$ cat src/logic/fdsel_pkg.sv
// package: constants and types for the flexible disk select and step controller
package fdsel_pkg;

  // clock rate
  localparam int unsigned CLK_HZ          = 25_000_000;
  localparam int unsigned CLK_NS          = 40;

  // documented waits, in their own units
  localparam int unsigned DC_SETTLE_MS    = 90;
  localparam int unsigned SPIN_SETTLE_MS  = 2000;
  localparam int unsigned SPIN_SETTLE_CYC = SPIN_SETTLE_MS * (CLK_HZ / 1000);
  localparam int unsigned DC_SETTLE_CYC   = DC_SETTLE_MS * (CLK_HZ / 1000);

  // step pulse shape and spacing, plain defaults
  localparam int unsigned STEP_LOW_NS     = 1000;
  localparam int unsigned STEP_LOW_CYC    = (STEP_LOW_NS + CLK_NS - 1) / CLK_NS;
  localparam int unsigned STEP_GAP_US     = 3000;
  localparam int unsigned STEP_GAP_CYC    = (STEP_GAP_US * 1000 + CLK_NS - 1) / CLK_NS;
  localparam int unsigned DIR_SETUP_NS    = 1000;
  localparam int unsigned DIR_SETUP_CYC   = (DIR_SETUP_NS + CLK_NS - 1) / CLK_NS;
  localparam int unsigned HOME_MAX_STEPS  = 255;

  // register offsets (byte addresses)
  localparam logic [7:0] ADDR_CTRL        = 8'h00;
  localparam logic [7:0] ADDR_CMD         = 8'h04;
  localparam logic [7:0] ADDR_STAT        = 8'h08;
  localparam logic [7:0] ADDR_TRACK       = 8'h0C;

  // control register field positions
  localparam int unsigned CTRL_UNIT_LSB   = 0;   // 3 bits: target drive 0..7
  localparam int unsigned CTRL_SIDE_BIT   = 3;   // side 0/1
  localparam int unsigned CTRL_MODE_LSB   = 4;   // 2 bits addressing mode
  localparam int unsigned CTRL_ALTS1_LSB  = 8;   // 2 bits: side-1 line in alternate mode
  localparam int unsigned CTRL_SEL_BIT    = 12;  // hold selection
  localparam int unsigned CTRL_PWRSAVE    = 13;  // power reduction active
  localparam logic [31:0] CTRL_RESET      = 32'h0000_0000;

  // command codes
  localparam logic [1:0] CMD_NONE         = 2'h0;
  localparam logic [1:0] CMD_HOME         = 2'h1;
  localparam logic [1:0] CMD_SEEK         = 2'h2;
  localparam logic [1:0] CMD_STEP         = 2'h3;

  // select addressing modes
  typedef enum logic [1:0] {
    FDSEL_MODE_STD    = 2'b00,
    FDSEL_MODE_BINARY = 2'b01,
    FDSEL_MODE_ALT    = 2'b10
  } fdsel_mode_t;

  // cable lines toward the drives, low active except the seek heading level (high steps outward)
  typedef struct packed {
    logic [3:0] unit_choice_n;
    logic       side_choice_n;
    logic       seek_heading_level;
    logic       head_advance_pulse_n;
    logic       record_enable_n;
    logic       power_reduce_n;
  } fdsel_cable_t;

  localparam fdsel_cable_t CABLE_IDLE = '{4'hF, 1'b1, 1'b1, 1'b1, 1'b1, 1'b1};

  // selection decode, used only by the controller's cable drive, not by the step engine
  function automatic logic [3:0] fdsel_decode(input fdsel_mode_t mode, input logic [2:0] unit,
                                              input logic side, input logic [1:0] alt_s1);
    logic [3:0] lines;
    lines = 4'hF;
    case (mode)
      FDSEL_MODE_STD:    lines[unit[1:0]] = 1'b0;
      FDSEL_MODE_BINARY: lines = {~unit[2], ~unit[1], ~unit[0], 1'b0};
      FDSEL_MODE_ALT:    lines[side ? alt_s1 : unit[1:0]] = 1'b0;
      default:           lines = 4'hF;
    endcase
    return lines;
  endfunction

endpackage

$ cat src/logic/fdsel_stepper.sv
// step pulse generator: one low pulse per request, direction set up ahead
`timescale 1ns/1ps
module fdsel_stepper
  import fdsel_pkg::*;
#(
  parameter int unsigned GAP_CYC = STEP_GAP_CYC
)
(
  input  wire logic pclk,
  input  wire logic presetn,
  input  wire logic clk_en,
  input  wire logic go,
  input  wire logic outward,
  output logic      busy,
  output logic      dir_level,
  output logic      pulse_n,
  output logic      done
);

  typedef enum logic [1:0] {
    FDSEL_ST_IDLE  = 2'b00,
    FDSEL_ST_SETUP = 2'b01,
    FDSEL_ST_LOW   = 2'b10,
    FDSEL_ST_GAP   = 2'b11
  } fdsel_st_t;

  fdsel_st_t   state_q, state_d;
  logic [17:0] cnt_q, cnt_d;
  logic        dir_q, dir_d;
  logic        pulse_n_q, pulse_n_d;
  logic        done_q, done_d;

  // next-state: direction settles before the edge, movement is on the rising end
  always_comb
  begin
    state_d   = state_q;
    cnt_d     = cnt_q;
    dir_d     = dir_q;
    pulse_n_d = pulse_n_q;
    done_d    = 1'b0;
    case (state_q)
      FDSEL_ST_IDLE:
      begin
        if (go)
        begin
          dir_d   = outward;
          cnt_d   = 18'(DIR_SETUP_CYC);
          state_d = FDSEL_ST_SETUP;
        end
      end
      FDSEL_ST_SETUP:
      begin
        if (cnt_q <= 18'd1)
        begin
          pulse_n_d = 1'b0;
          cnt_d     = 18'(STEP_LOW_CYC);
          state_d   = FDSEL_ST_LOW;
        end
        else
          cnt_d = cnt_q - 18'd1;
      end
      FDSEL_ST_LOW:
      begin
        if (cnt_q <= 18'd1)
        begin
          pulse_n_d = 1'b1;
          cnt_d     = 18'(GAP_CYC);
          state_d   = FDSEL_ST_GAP;
        end
        else
          cnt_d = cnt_q - 18'd1;
      end
      FDSEL_ST_GAP:
      begin
        if (cnt_q <= 18'd1)
        begin
          done_d  = 1'b1;
          state_d = FDSEL_ST_IDLE;
        end
        else
          cnt_d = cnt_q - 18'd1;
      end
      default: state_d = FDSEL_ST_IDLE;
    endcase
  end

  // registers only
  always_ff @(posedge pclk or negedge presetn)
  begin
    if (!presetn)
    begin
      state_q   <= FDSEL_ST_IDLE;
      cnt_q     <= 18'h0_0000;
      dir_q     <= 1'b1;
      pulse_n_q <= 1'b1;
      done_q    <= 1'b0;
    end
    else if (clk_en)
    begin
      state_q   <= state_d;
      cnt_q     <= cnt_d;
      dir_q     <= dir_d;
      pulse_n_q <= pulse_n_d;
      done_q    <= done_d;
    end
  end

  assign busy      = (state_q != FDSEL_ST_IDLE);
  assign dir_level = dir_q;
  assign pulse_n   = pulse_n_q;
  assign done      = done_q;

  // direction stays still while the pulse is low
  property p_dir_stable;
    @(posedge pclk) disable iff (!presetn)
    (clk_en && !pulse_n_q) |-> $stable(dir_q);
  endproperty
  a_dir_stable: assert property (p_dir_stable) else $error("direction moved during step pulse");

  // a step pulse ends only as the stepper enters its gap
  property p_one_pulse;
    @(posedge pclk) disable iff (!presetn)
    ($rose(pulse_n_q) && clk_en) |-> (state_q == FDSEL_ST_GAP);
  endproperty
  a_one_pulse: assert property (p_one_pulse) else $error("step pulse ended outside its slot");

endmodule // fdsel_stepper

$ cat src/logic/fdsel_ctrl.sv
// host-side controller that selects drives and positions their heads
//
// Chosen here: register access over APB and the placing of the registers.
`timescale 1ns/1ps
module fdsel_ctrl
  import fdsel_pkg::*;
#(
  parameter int unsigned DC_WAIT_CYC   = DC_SETTLE_CYC,
  parameter int unsigned SPIN_WAIT_CYC = SPIN_SETTLE_CYC,
  parameter int unsigned STEP_WAIT_CYC = STEP_GAP_CYC
)
(
  input  wire logic         pclk,
  input  wire logic         presetn,
  input  wire logic         clk_en,
  input  wire logic         psel,
  input  wire logic         penable,
  input  wire logic         pwrite,
  input  wire logic [7:0]   paddr,
  input  wire logic [31:0]  pwdata,
  output logic      [31:0]  prdata,
  output logic              pready,
  output logic              pslverr,
  input  wire logic         track_zero_flag_n,
  output fdsel_cable_t      cable
);

  typedef enum logic [2:0] {
    FDSEL_C_POWER = 3'b000,
    FDSEL_C_IDLE  = 3'b001,
    FDSEL_C_HOME  = 3'b010,
    FDSEL_C_SEEK  = 3'b011,
    FDSEL_C_WAIT  = 3'b100
  } fdsel_cs_t;

  // apb and control state
  logic [31:0]  ctrl_q, ctrl_d;
  logic [31:0]  prdata_q, prdata_d;
  logic         pready_q, pready_d;
  logic         pslverr_q, pslverr_d;
  fdsel_cs_t    cs_q, cs_d;
  logic [7:0]   track_q, track_d;
  logic [7:0]   target_q, target_d;
  logic [7:0]   steps_q, steps_d;
  logic         err_q, err_d;
  logic         done_q, done_d;
  logic [31:0]  dc_cnt_q, dc_cnt_d;
  logic [31:0]  spin_cnt_q, spin_cnt_d;
  logic         pwr_prev_q;
  logic         tz_meta_q, tz_sync_q;
  fdsel_cable_t cable_q, cable_d;

  // stepper handshake
  logic         st_go;
  logic         st_out;
  logic         st_busy;
  logic         st_dir;
  logic         st_pulse_n;
  logic         st_done;

  wire          wr_en    = psel && penable && pwrite && !pready_q;
  wire          rd_en    = psel && penable && !pwrite && !pready_q;
  wire          dc_ok    = (dc_cnt_q >= DC_WAIT_CYC);
  wire          spin_ok  = (spin_cnt_q >= SPIN_WAIT_CYC);
  wire          at_zero  = !tz_sync_q;
  wire          busy     = (cs_q == FDSEL_C_HOME) || (cs_q == FDSEL_C_SEEK) || (cs_q == FDSEL_C_WAIT);
  wire          mapped   = (paddr == ADDR_CTRL) || (paddr == ADDR_CMD) || (paddr == ADDR_STAT) ||
                           (paddr == ADDR_TRACK);

  // control fields
  fdsel_mode_t  mode;
  wire [2:0]    unit     = ctrl_q[CTRL_UNIT_LSB +: 3];
  wire          side     = ctrl_q[CTRL_SIDE_BIT];
  wire [1:0]    alt_s1   = ctrl_q[CTRL_ALTS1_LSB +: 2];
  wire          sel_hold = ctrl_q[CTRL_SEL_BIT];
  wire          pwr_save = ctrl_q[CTRL_PWRSAVE];
  assign mode = fdsel_mode_t'(ctrl_q[CTRL_MODE_LSB +: 2]);

  // apb slave: one wait state, answer in the cycle after the access phase starts
  always_comb
  begin
    ctrl_d    = ctrl_q;
    prdata_d  = prdata_q;
    pready_d  = 1'b0;
    pslverr_d = 1'b0;
    if (psel && penable && !pready_q)
    begin
      pready_d  = 1'b1;
      pslverr_d = !mapped;
      if (wr_en && paddr == ADDR_CTRL && !busy)
        ctrl_d = pwdata;
      if (rd_en)
      begin
        case (paddr)
          ADDR_CTRL:  prdata_d = ctrl_q;
          ADDR_STAT:  prdata_d = {24'h00_0000, 1'b0, done_q, err_q, spin_ok, dc_ok, at_zero, busy,
                                  cs_q != FDSEL_C_POWER};
          ADDR_TRACK: prdata_d = {16'h0000, target_q, track_q};
          default:    prdata_d = 32'h0000_0000;
        endcase
      end
    end
  end

  // track zero flag comes off the cable: two flops before use
  always_ff @(posedge pclk or negedge presetn)
  begin
    if (!presetn)
    begin
      tz_meta_q <= 1'b1;
      tz_sync_q <= 1'b1;
    end
    else if (clk_en)
    begin
      tz_meta_q <= track_zero_flag_n;
      tz_sync_q <= tz_meta_q;
    end
  end

  // command sequencer
  always_comb
  begin
    cs_d       = cs_q;
    track_d    = track_q;
    target_d   = target_q;
    steps_d    = steps_q;
    err_d      = err_q;
    done_d     = done_q;
    st_go      = 1'b0;
    st_out     = 1'b1;
    dc_cnt_d   = dc_ok ? dc_cnt_q : dc_cnt_q + 32'd1;
    spin_cnt_d = (pwr_save || (pwr_prev_q && !pwr_save)) ? 32'h0000_0000 :
                 (spin_ok ? spin_cnt_q : spin_cnt_q + 32'd1);
    case (cs_q)
      FDSEL_C_POWER:
        if (dc_ok)
          cs_d = FDSEL_C_IDLE;
      FDSEL_C_IDLE:
        if (wr_en && paddr == ADDR_CMD)
        begin
          done_d = 1'b0;
          err_d  = 1'b0;
          steps_d = 8'h00;                              // a stale homing count would send a seek home
          case (pwdata[1:0])
            CMD_HOME: cs_d = FDSEL_C_HOME;
            CMD_SEEK:
            begin
              target_d = pwdata[15:8];
              cs_d     = FDSEL_C_SEEK;
            end
            CMD_STEP:
            begin
              target_d = pwdata[2] ? track_q - 8'd1 : track_q + 8'd1;
              cs_d     = FDSEL_C_SEEK;
            end
            default: cs_d = FDSEL_C_IDLE;
          endcase
        end
      FDSEL_C_HOME:
        if (!st_busy)
        begin
          if (at_zero)
          begin
            track_d = 8'h00;
            done_d  = 1'b1;
            cs_d    = FDSEL_C_IDLE;
          end
          else if (steps_q == 8'(HOME_MAX_STEPS))
          begin
            err_d = 1'b1;
            cs_d  = FDSEL_C_IDLE;
          end
          else
          begin
            st_go   = 1'b1;
            st_out  = 1'b1;
            steps_d = steps_q + 8'd1;
            cs_d    = FDSEL_C_WAIT;
          end
        end
      FDSEL_C_SEEK:
        if (!st_busy)
        begin
          if (target_q == track_q)
          begin
            done_d = 1'b1;
            cs_d   = FDSEL_C_IDLE;
          end
          else
          begin
            st_go  = 1'b1;
            st_out = (target_q < track_q);
            track_d = (target_q < track_q) ? track_q - 8'd1 : track_q + 8'd1;
            cs_d   = FDSEL_C_WAIT;
          end
        end
      FDSEL_C_WAIT:
        if (st_done)
          cs_d = (steps_q != 8'h00) ? FDSEL_C_HOME : FDSEL_C_SEEK;   // only homing counts its steps
      default: cs_d = FDSEL_C_IDLE;
    endcase
  end

  // cable drive: selection from the decode, record enable never active
  always_comb
  begin
    cable_d                      = CABLE_IDLE;
    cable_d.record_enable_n      = 1'b1;
    cable_d.power_reduce_n       = !pwr_save;
    cable_d.seek_heading_level   = st_dir;
    cable_d.head_advance_pulse_n = st_pulse_n;
    if (sel_hold || busy)
      cable_d.unit_choice_n = fdsel_decode(mode, unit, side, alt_s1);
    cable_d.side_choice_n = (mode == FDSEL_MODE_STD) ? !side : 1'b1;
  end

  // registers only
  always_ff @(posedge pclk or negedge presetn)
  begin
    if (!presetn)
    begin
      ctrl_q     <= CTRL_RESET;
      prdata_q   <= 32'h0000_0000;
      pready_q   <= 1'b0;
      pslverr_q  <= 1'b0;
      cs_q       <= FDSEL_C_POWER;
      track_q    <= 8'h00;
      target_q   <= 8'h00;
      steps_q    <= 8'h00;
      err_q      <= 1'b0;
      done_q     <= 1'b0;
      dc_cnt_q   <= 32'h0000_0000;
      spin_cnt_q <= 32'h0000_0000;
      pwr_prev_q <= 1'b0;
      cable_q    <= CABLE_IDLE;
    end
    else if (clk_en)
    begin
      ctrl_q     <= ctrl_d;
      prdata_q   <= prdata_d;
      pready_q   <= pready_d;
      pslverr_q  <= pslverr_d;
      cs_q       <= cs_d;
      track_q    <= track_d;
      target_q   <= target_d;
      steps_q    <= steps_d;
      err_q      <= err_d;
      done_q     <= done_d;
      dc_cnt_q   <= dc_cnt_d;
      spin_cnt_q <= spin_cnt_d;
      pwr_prev_q <= pwr_save;
      cable_q    <= cable_d;
    end
  end

  fdsel_stepper #(.GAP_CYC(STEP_WAIT_CYC)) u_stepper (
    .pclk      (pclk),
    .presetn   (presetn),
    .clk_en    (clk_en),
    .go        (st_go),
    .outward   (st_out),
    .busy      (st_busy),
    .dir_level (st_dir),
    .pulse_n   (st_pulse_n),
    .done      (st_done)
  );

  assign prdata  = prdata_q;
  assign pready  = pready_q;
  assign pslverr = pslverr_q;
  assign cable   = cable_q;

  // at most one select line low outside binary mode; the cable lags the mode by one register
  property p_one_line;
    @(posedge pclk) disable iff (!presetn)
    ($past(clk_en) && $past(ctrl_q[CTRL_MODE_LSB +: 2]) != 2'b01) |-> ($countones(~cable_q.unit_choice_n) <= 1);
  endproperty
  a_one_line: assert property (p_one_line) else $error("several select lines low");
  // no step pulse before the power-up wait ends
  property p_no_early_step;
    @(posedge pclk) disable iff (!presetn)
    !cable_q.head_advance_pulse_n |-> dc_ok;
  endproperty
  a_no_early_step: assert property (p_no_early_step) else $error("step before power settle");
  // step pulse only with record enable inactive and drive selected
  property p_step_clean;
    @(posedge pclk) disable iff (!presetn)
    !cable_q.head_advance_pulse_n |-> (cable_q.record_enable_n && cable_q.unit_choice_n != 4'hF);
  endproperty
  a_step_clean: assert property (p_step_clean) else $error("step without select or with write");
  // homing steps outward; a frozen clock enable would hold the stepper idle
  property p_home_out;
    @(posedge pclk) disable iff (!presetn)
    (clk_en && cs_q == FDSEL_C_HOME && st_go) |=> (st_busy && st_dir);
  endproperty
  a_home_out: assert property (p_home_out) else $error("homing step not outward");
  // track count cleared once homing completes
  property p_home_zero;
    @(posedge pclk) disable iff (!presetn)
    (clk_en && cs_q == FDSEL_C_HOME && !st_busy && at_zero) |=> (track_q == 8'h00 && done_q);
  endproperty
  a_home_zero: assert property (p_home_zero) else $error("track count not cleared at zero");
  // standard mode side level follows the side field
  property p_side_std;
    @(posedge pclk) disable iff (!presetn)
    (clk_en && ctrl_q[CTRL_MODE_LSB +: 2] == 2'b00) |=> (cable_q.side_choice_n == !$past(side));
  endproperty
  a_side_std: assert property (p_side_std) else $error("side choice level wrong");
  // apb answers one cycle after the access phase starts
  property p_apb_ans;
    @(posedge pclk) disable iff (!presetn)
    (clk_en && psel && penable && !pready_q) |=> pready_q;
  endproperty
  a_apb_ans: assert property (p_apb_ans) else $error("apb answer late");

endmodule // fdsel_ctrl

$ cat config.mk
export PLATFORM = sky130hd
export DESIGN_NAME = fdsel_ctrl
export DESIGN_NICKNAME = d
export VERILOG_FILES = /design/src/logic/fdsel_pkg.sv /design/src/logic/fdsel_stepper.sv /design/src/logic/fdsel_ctrl.sv
export SDC_FILE = /design/constraint.sdc
export NUM_CORES = 1
export LEC_CHECK = 0
export ABC_AREA = 0
export BUFFER_PORTS_ARGS = -buffer_cell sky130_fd_sc_hd__clkbuf_2
export CAP_MARGIN = 0
export CORE_MARGIN = 1
export CORE_UTILIZATION = 30
export CTS_CLUSTER_DIAMETER = 200
export DETAILED_ROUTE_END_ITERATION = 6
export GPL_TIMING_DRIVEN = 0
export SLEW_MARGIN = 20
export SYNTH_ARGS = -nofsm -noshare
export SYNTH_HDL_FRONTEND = slang
export SYNTH_HIERARCHICAL = 1
export SYNTH_SLANG_ARGS = --single-unit
$ cat constraint.sdc
create_clock -name pclk -period 4.44 [get_ports pclk]
set_input_delay 0.222 -clock pclk [delete_from_list [all_inputs] [get_ports pclk]]
set_output_delay 0.222 -clock pclk [all_outputs]
set_load 0.005 [all_outputs]
==> metrics.md <==
| Metric | Value |
|---|---|
| Outcome | `completed` |
| Die Y | `185 um` |
| Post-layout instance area | `12000 sq um` |
| Die X | `between 150 and 200 um` |
| IO buf count | `86` |
| First-pass GRT wire length | `41.7 mm` |
| Syn_nets | `~1100` |
| Layout area overhead | `18.8%` |
| Mapped Area | `between 10000 and 15000 sq um` |
| Total setup buffers inserted after CTS | `0` |
| Rel. slew slack | `30.8%` |
| Initial core utilization | `between 30 and 40%` |
| CP Capture Type | `register` |
| Synthesis-stage register bit count | `193` |
| # nets final | `around 1200` |
| Register area share after synthesis | `approximately 48%` |
| RSZ-0062 raised after global routing | `false` |
| Hpwl dp | `approximately 18 mm` |
| Placed cell area | `between 10000 and 15000 sq um` |
| Post-Route WL | `approximately 25 mm` |
| Post_cts resized | `0` |
| # DRC | `0` |
| Remaining Overflow, GRT | `0` |
| Max Freq | `~0.26 GHz` |
| Data required time at the worst endpoint | `4.77 ns` |
| Final cell count without fillers | `around 1600` |
| Hold Crit Class | `in2reg` |
| Skew-Pair Late Insertion Delay | `around 0.45 ns` |
| P_leak | `0.00526 uW` |
| Final setup violating endpoints | `0` |
| CP arrival | `between 4 and 5 ns` |
| Final hold viol count | `0` |
| CTS max path bufs | `2` |
| Startpoint class of the critical path | `register` |
| WL per Instance | `15.9 um` |
| Die Footprint | `between 30000 and 40000 sq um` |
| Clk root buf | `clkbuf_16` |
| Share of cells above drive strength 1 | `approximately 16%` |
| Final Cycle Share | `a little under nine tenths` |
| CTS tree | `yes` |
| Clock-pin slew on the worst setup and hold paths | `0.09 ns` |
| Ant. Diodes | `0` |
| Avg Inst Size Synth | `about 10 sq um` |
| Crit path kind | `reg2reg` |
| DP Worst Slack | `about 0.71 ns` |
| Post-route ant nets | `0` |
| GP Congestion | `around 0.9` |
| Ports | `90` |
| Tmin final | `approximately 3.8 ns` |
| Antenna violations before repair | `0` |
| Power Dens Cells | `456 nW/um^2` |
| IR drop worst, VDD | `212 uV` |
| CTS Hold Buffers Added | `20` |
| CTS Buf Count | `17` |
| Cells after Synth | `1011` |
| DRT Pass-1 Iters | `4` |
| Ys flop type | `dfrtp_1` |
| Vias in the first global route | `approximately 8100` |
| All-Layer GR Usage | `between 10% and 20%` |
| H-tree depth | `4` |
| Crit-path max FO | `10` |
| Cell Rows | `66` |
| Post-synthesis async set-or-reset flop share | `100%` |
| Vias per cell | `between 5 and 6` |
| Inst Count DP | `approximately 1500` |
| EDFF count, synth | `0` |
| Final Core Density | `approximately 36%` |
| Max-slew violations | `0` |
| Pin count of the biggest net entering global routing | `77` |
| Syn. warnings | `6` |
| Routed vias | `around 8200` |
| Clock skew | `between 0.015 and 0.02 ns` |
| CTS sink count | `approximately 190` |
| Worst setup margin | `0.640 ns` |
| Initial DRC count | `around 490` |
| Max Cap Viol | `0` |
| Core footprint | `between 30000 and 40000 sq um` |
| Synth cell types | `85` |
| Worst-Margin Slew | `around 1 ns` |
-- cells in the mapped netlist, drive strengths merged (5+ instances only) --
| cell | number | area [sq um] |
|---|---|---|
| a22o | 20 | 175 |
| buf | 13 | 63.8 |
| and2 | 8 | 50.1 |
| o21a | 11 | 82.6 |
| nor2b | 10 | 62.6 |
| a31oi | 10 | 62.6 |
| o211ai | 14 | 110 |
| mux2 | 45 | 507 |
| nand2 | 87 | 327 |
| nand4 | 17 | 106 |
| dfrtp | 181 | 4530 |
| mux2i | 17 | 170 |
| nand2b | 6 | 37.5 |
| and3 | 10 | 62.6 |
| or3 | 23 | 150 |
| ha | 22 | 275 |
| xnor2 | 24 | 210 |
| nand3 | 39 | 195 |
| nor4 | 20 | 165 |
| o21ai | 61 | 305 |
| and4 | 7 | 61.3 |
| a21oi | 47 | 235 |
| inv | 38 | 143 |
| nor2 | 74 | 278 |
| a22oi | 13 | 97.6 |
| o22a | 6 | 52.6 |
| xor2 | 10 | 87.6 |
| o31ai | 5 | 37.5 |
| a21o | 6 | 45.0 |
| nor3 | 26 | 145 |
| clkbuf | 43 | 161 |
| a31o | 5 | 43.8 |
| or4 | 18 | 150 |
| dfstp | 12 | 315 |
-- cells in the final DEF, fill, tap and decap left out, types with 21 or more instances in the layout --
cell type  synthesis  layout
a21oi_1           47      47
clkbuf_1          43      43
clkbuf_2           0      85
dfrtp_1          181     181
ha_1              22      22
inv_1             37      37
mux2_1            28      28
nand2_1           87      87
nand3_1           39      39
nor2_1            74      74
nor3_1            23      23
o21ai_0           52      52
or3_1             21      21
xnor2_1           24      24
-- state kept, by name (all words and copies together) (netlist names), 2 cells and up --
name	flops
cable	8
cs_q	3
ctrl_q	32
dc_cnt_q	32
prdata	32
spin_cnt_q	32
steps_q	8
target_q	8
track_q	8
u_stepper/cnt_q	18
u_stepper/state_q	2
-- logic make-up (layout without fill, tap and decap cells) --
| logic type | after synthesis | in the layout | share of synthesized area [%] |
|---|---|---|---|
| flip-flops | 193 | 193 | 48.2 |
| adder cells (fa/ha/maj) | 22 | 22 | 2.74 |
| buffers and inverters | 94 | 234 | 3.66 |
| multiplexers | 62 | 62 | 6.73 |
| AO/OA/AOI/OAI | 238 | 238 | 15.9 |
| XOR/XNOR | 34 | 34 | 2.96 |
| other | 1 | 1 | 0.0373 |
| AND/OR/NAND/NOR | 367 | 367 | 19.8 |
-- metal layers --
layer	part of all wire [%]	track usage [%]	vias to the layer above
li1	-	-	3942
met1	48	20.9	3994
met2	45	23.9	197
met3	4.6	2.77	37
met4	2.4	5.75	0
met5	0	0	-
-- stage by stage --
step           power (uW)  setup TNS [ns]  hold slack (ns)
2_1_floorplan        3350               0          -0.0736
3_3_place_gp         3780         -128.94            0.440
3_5_place_dp         3810               0            0.228
4_1_cts              5490               0          0.00462
5_1_grt              5800               0          0.00344
6_report             5450               0           0.0166
-- path summary, 6_finish.rpt --
kind / from / end / slack [ns] / cells after the start
max in group asynchronous: presetn / tz_meta_q / 3.36 / 3
min reg2reg: dc_cnt_q[26] / dc_cnt_q[26] / 0.47 / 1
max: track_q[4] / u_stepper/cnt_q[8] / 0.64 / 11
min in group asynchronous: presetn / spin_cnt_q[13] / 0.31 / 2
max reg2reg: track_q[4] / u_stepper/cnt_q[8] / 0.64 / 11
min: pwdata[6] / ctrl_q[6] / 0.02 / 2
-- final cells by class --
| type | count | area (sq um) |
|---|---|---|
| Buffer | 56 | 225 |
| Clock buffer | 17 | 425 |
| Fill cell | 3286 | 20800 |
| Multi-Input combinational cell | 724 | 4850 |
| Tap cell | 442 | 553 |
| Clock inverter | 15 | 220 |
| Sequential cell | 193 | 4840 |
| Inverter | 38 | 143 |
| Timing Repair Buffer | 108 | 694 |
-- worst max-delay path, cell delays in order (launching register included) --
cell and delay [ns]:
dfrtp_1 0.32, clkbuf_1 0.37, inv_1 0.17, ha_1 0.34, nand4_1 0.17, o21ai_0 0.61, a211oi_1 0.24, o21ai_0 0.64
a31o_2 0.24, buf_2 0.24, nor2_1 0.12, a22o_1 0.23
-- power by group --
group / switching, uW / leakage (uW) / internal [uW]
registers: 249 / 0.00254 / 1970
logic: 942 / 0.00241 / 646
clock network: 842 / 0.000309 / 794
No activity file was read; power rests on OpenSTA's default activity.
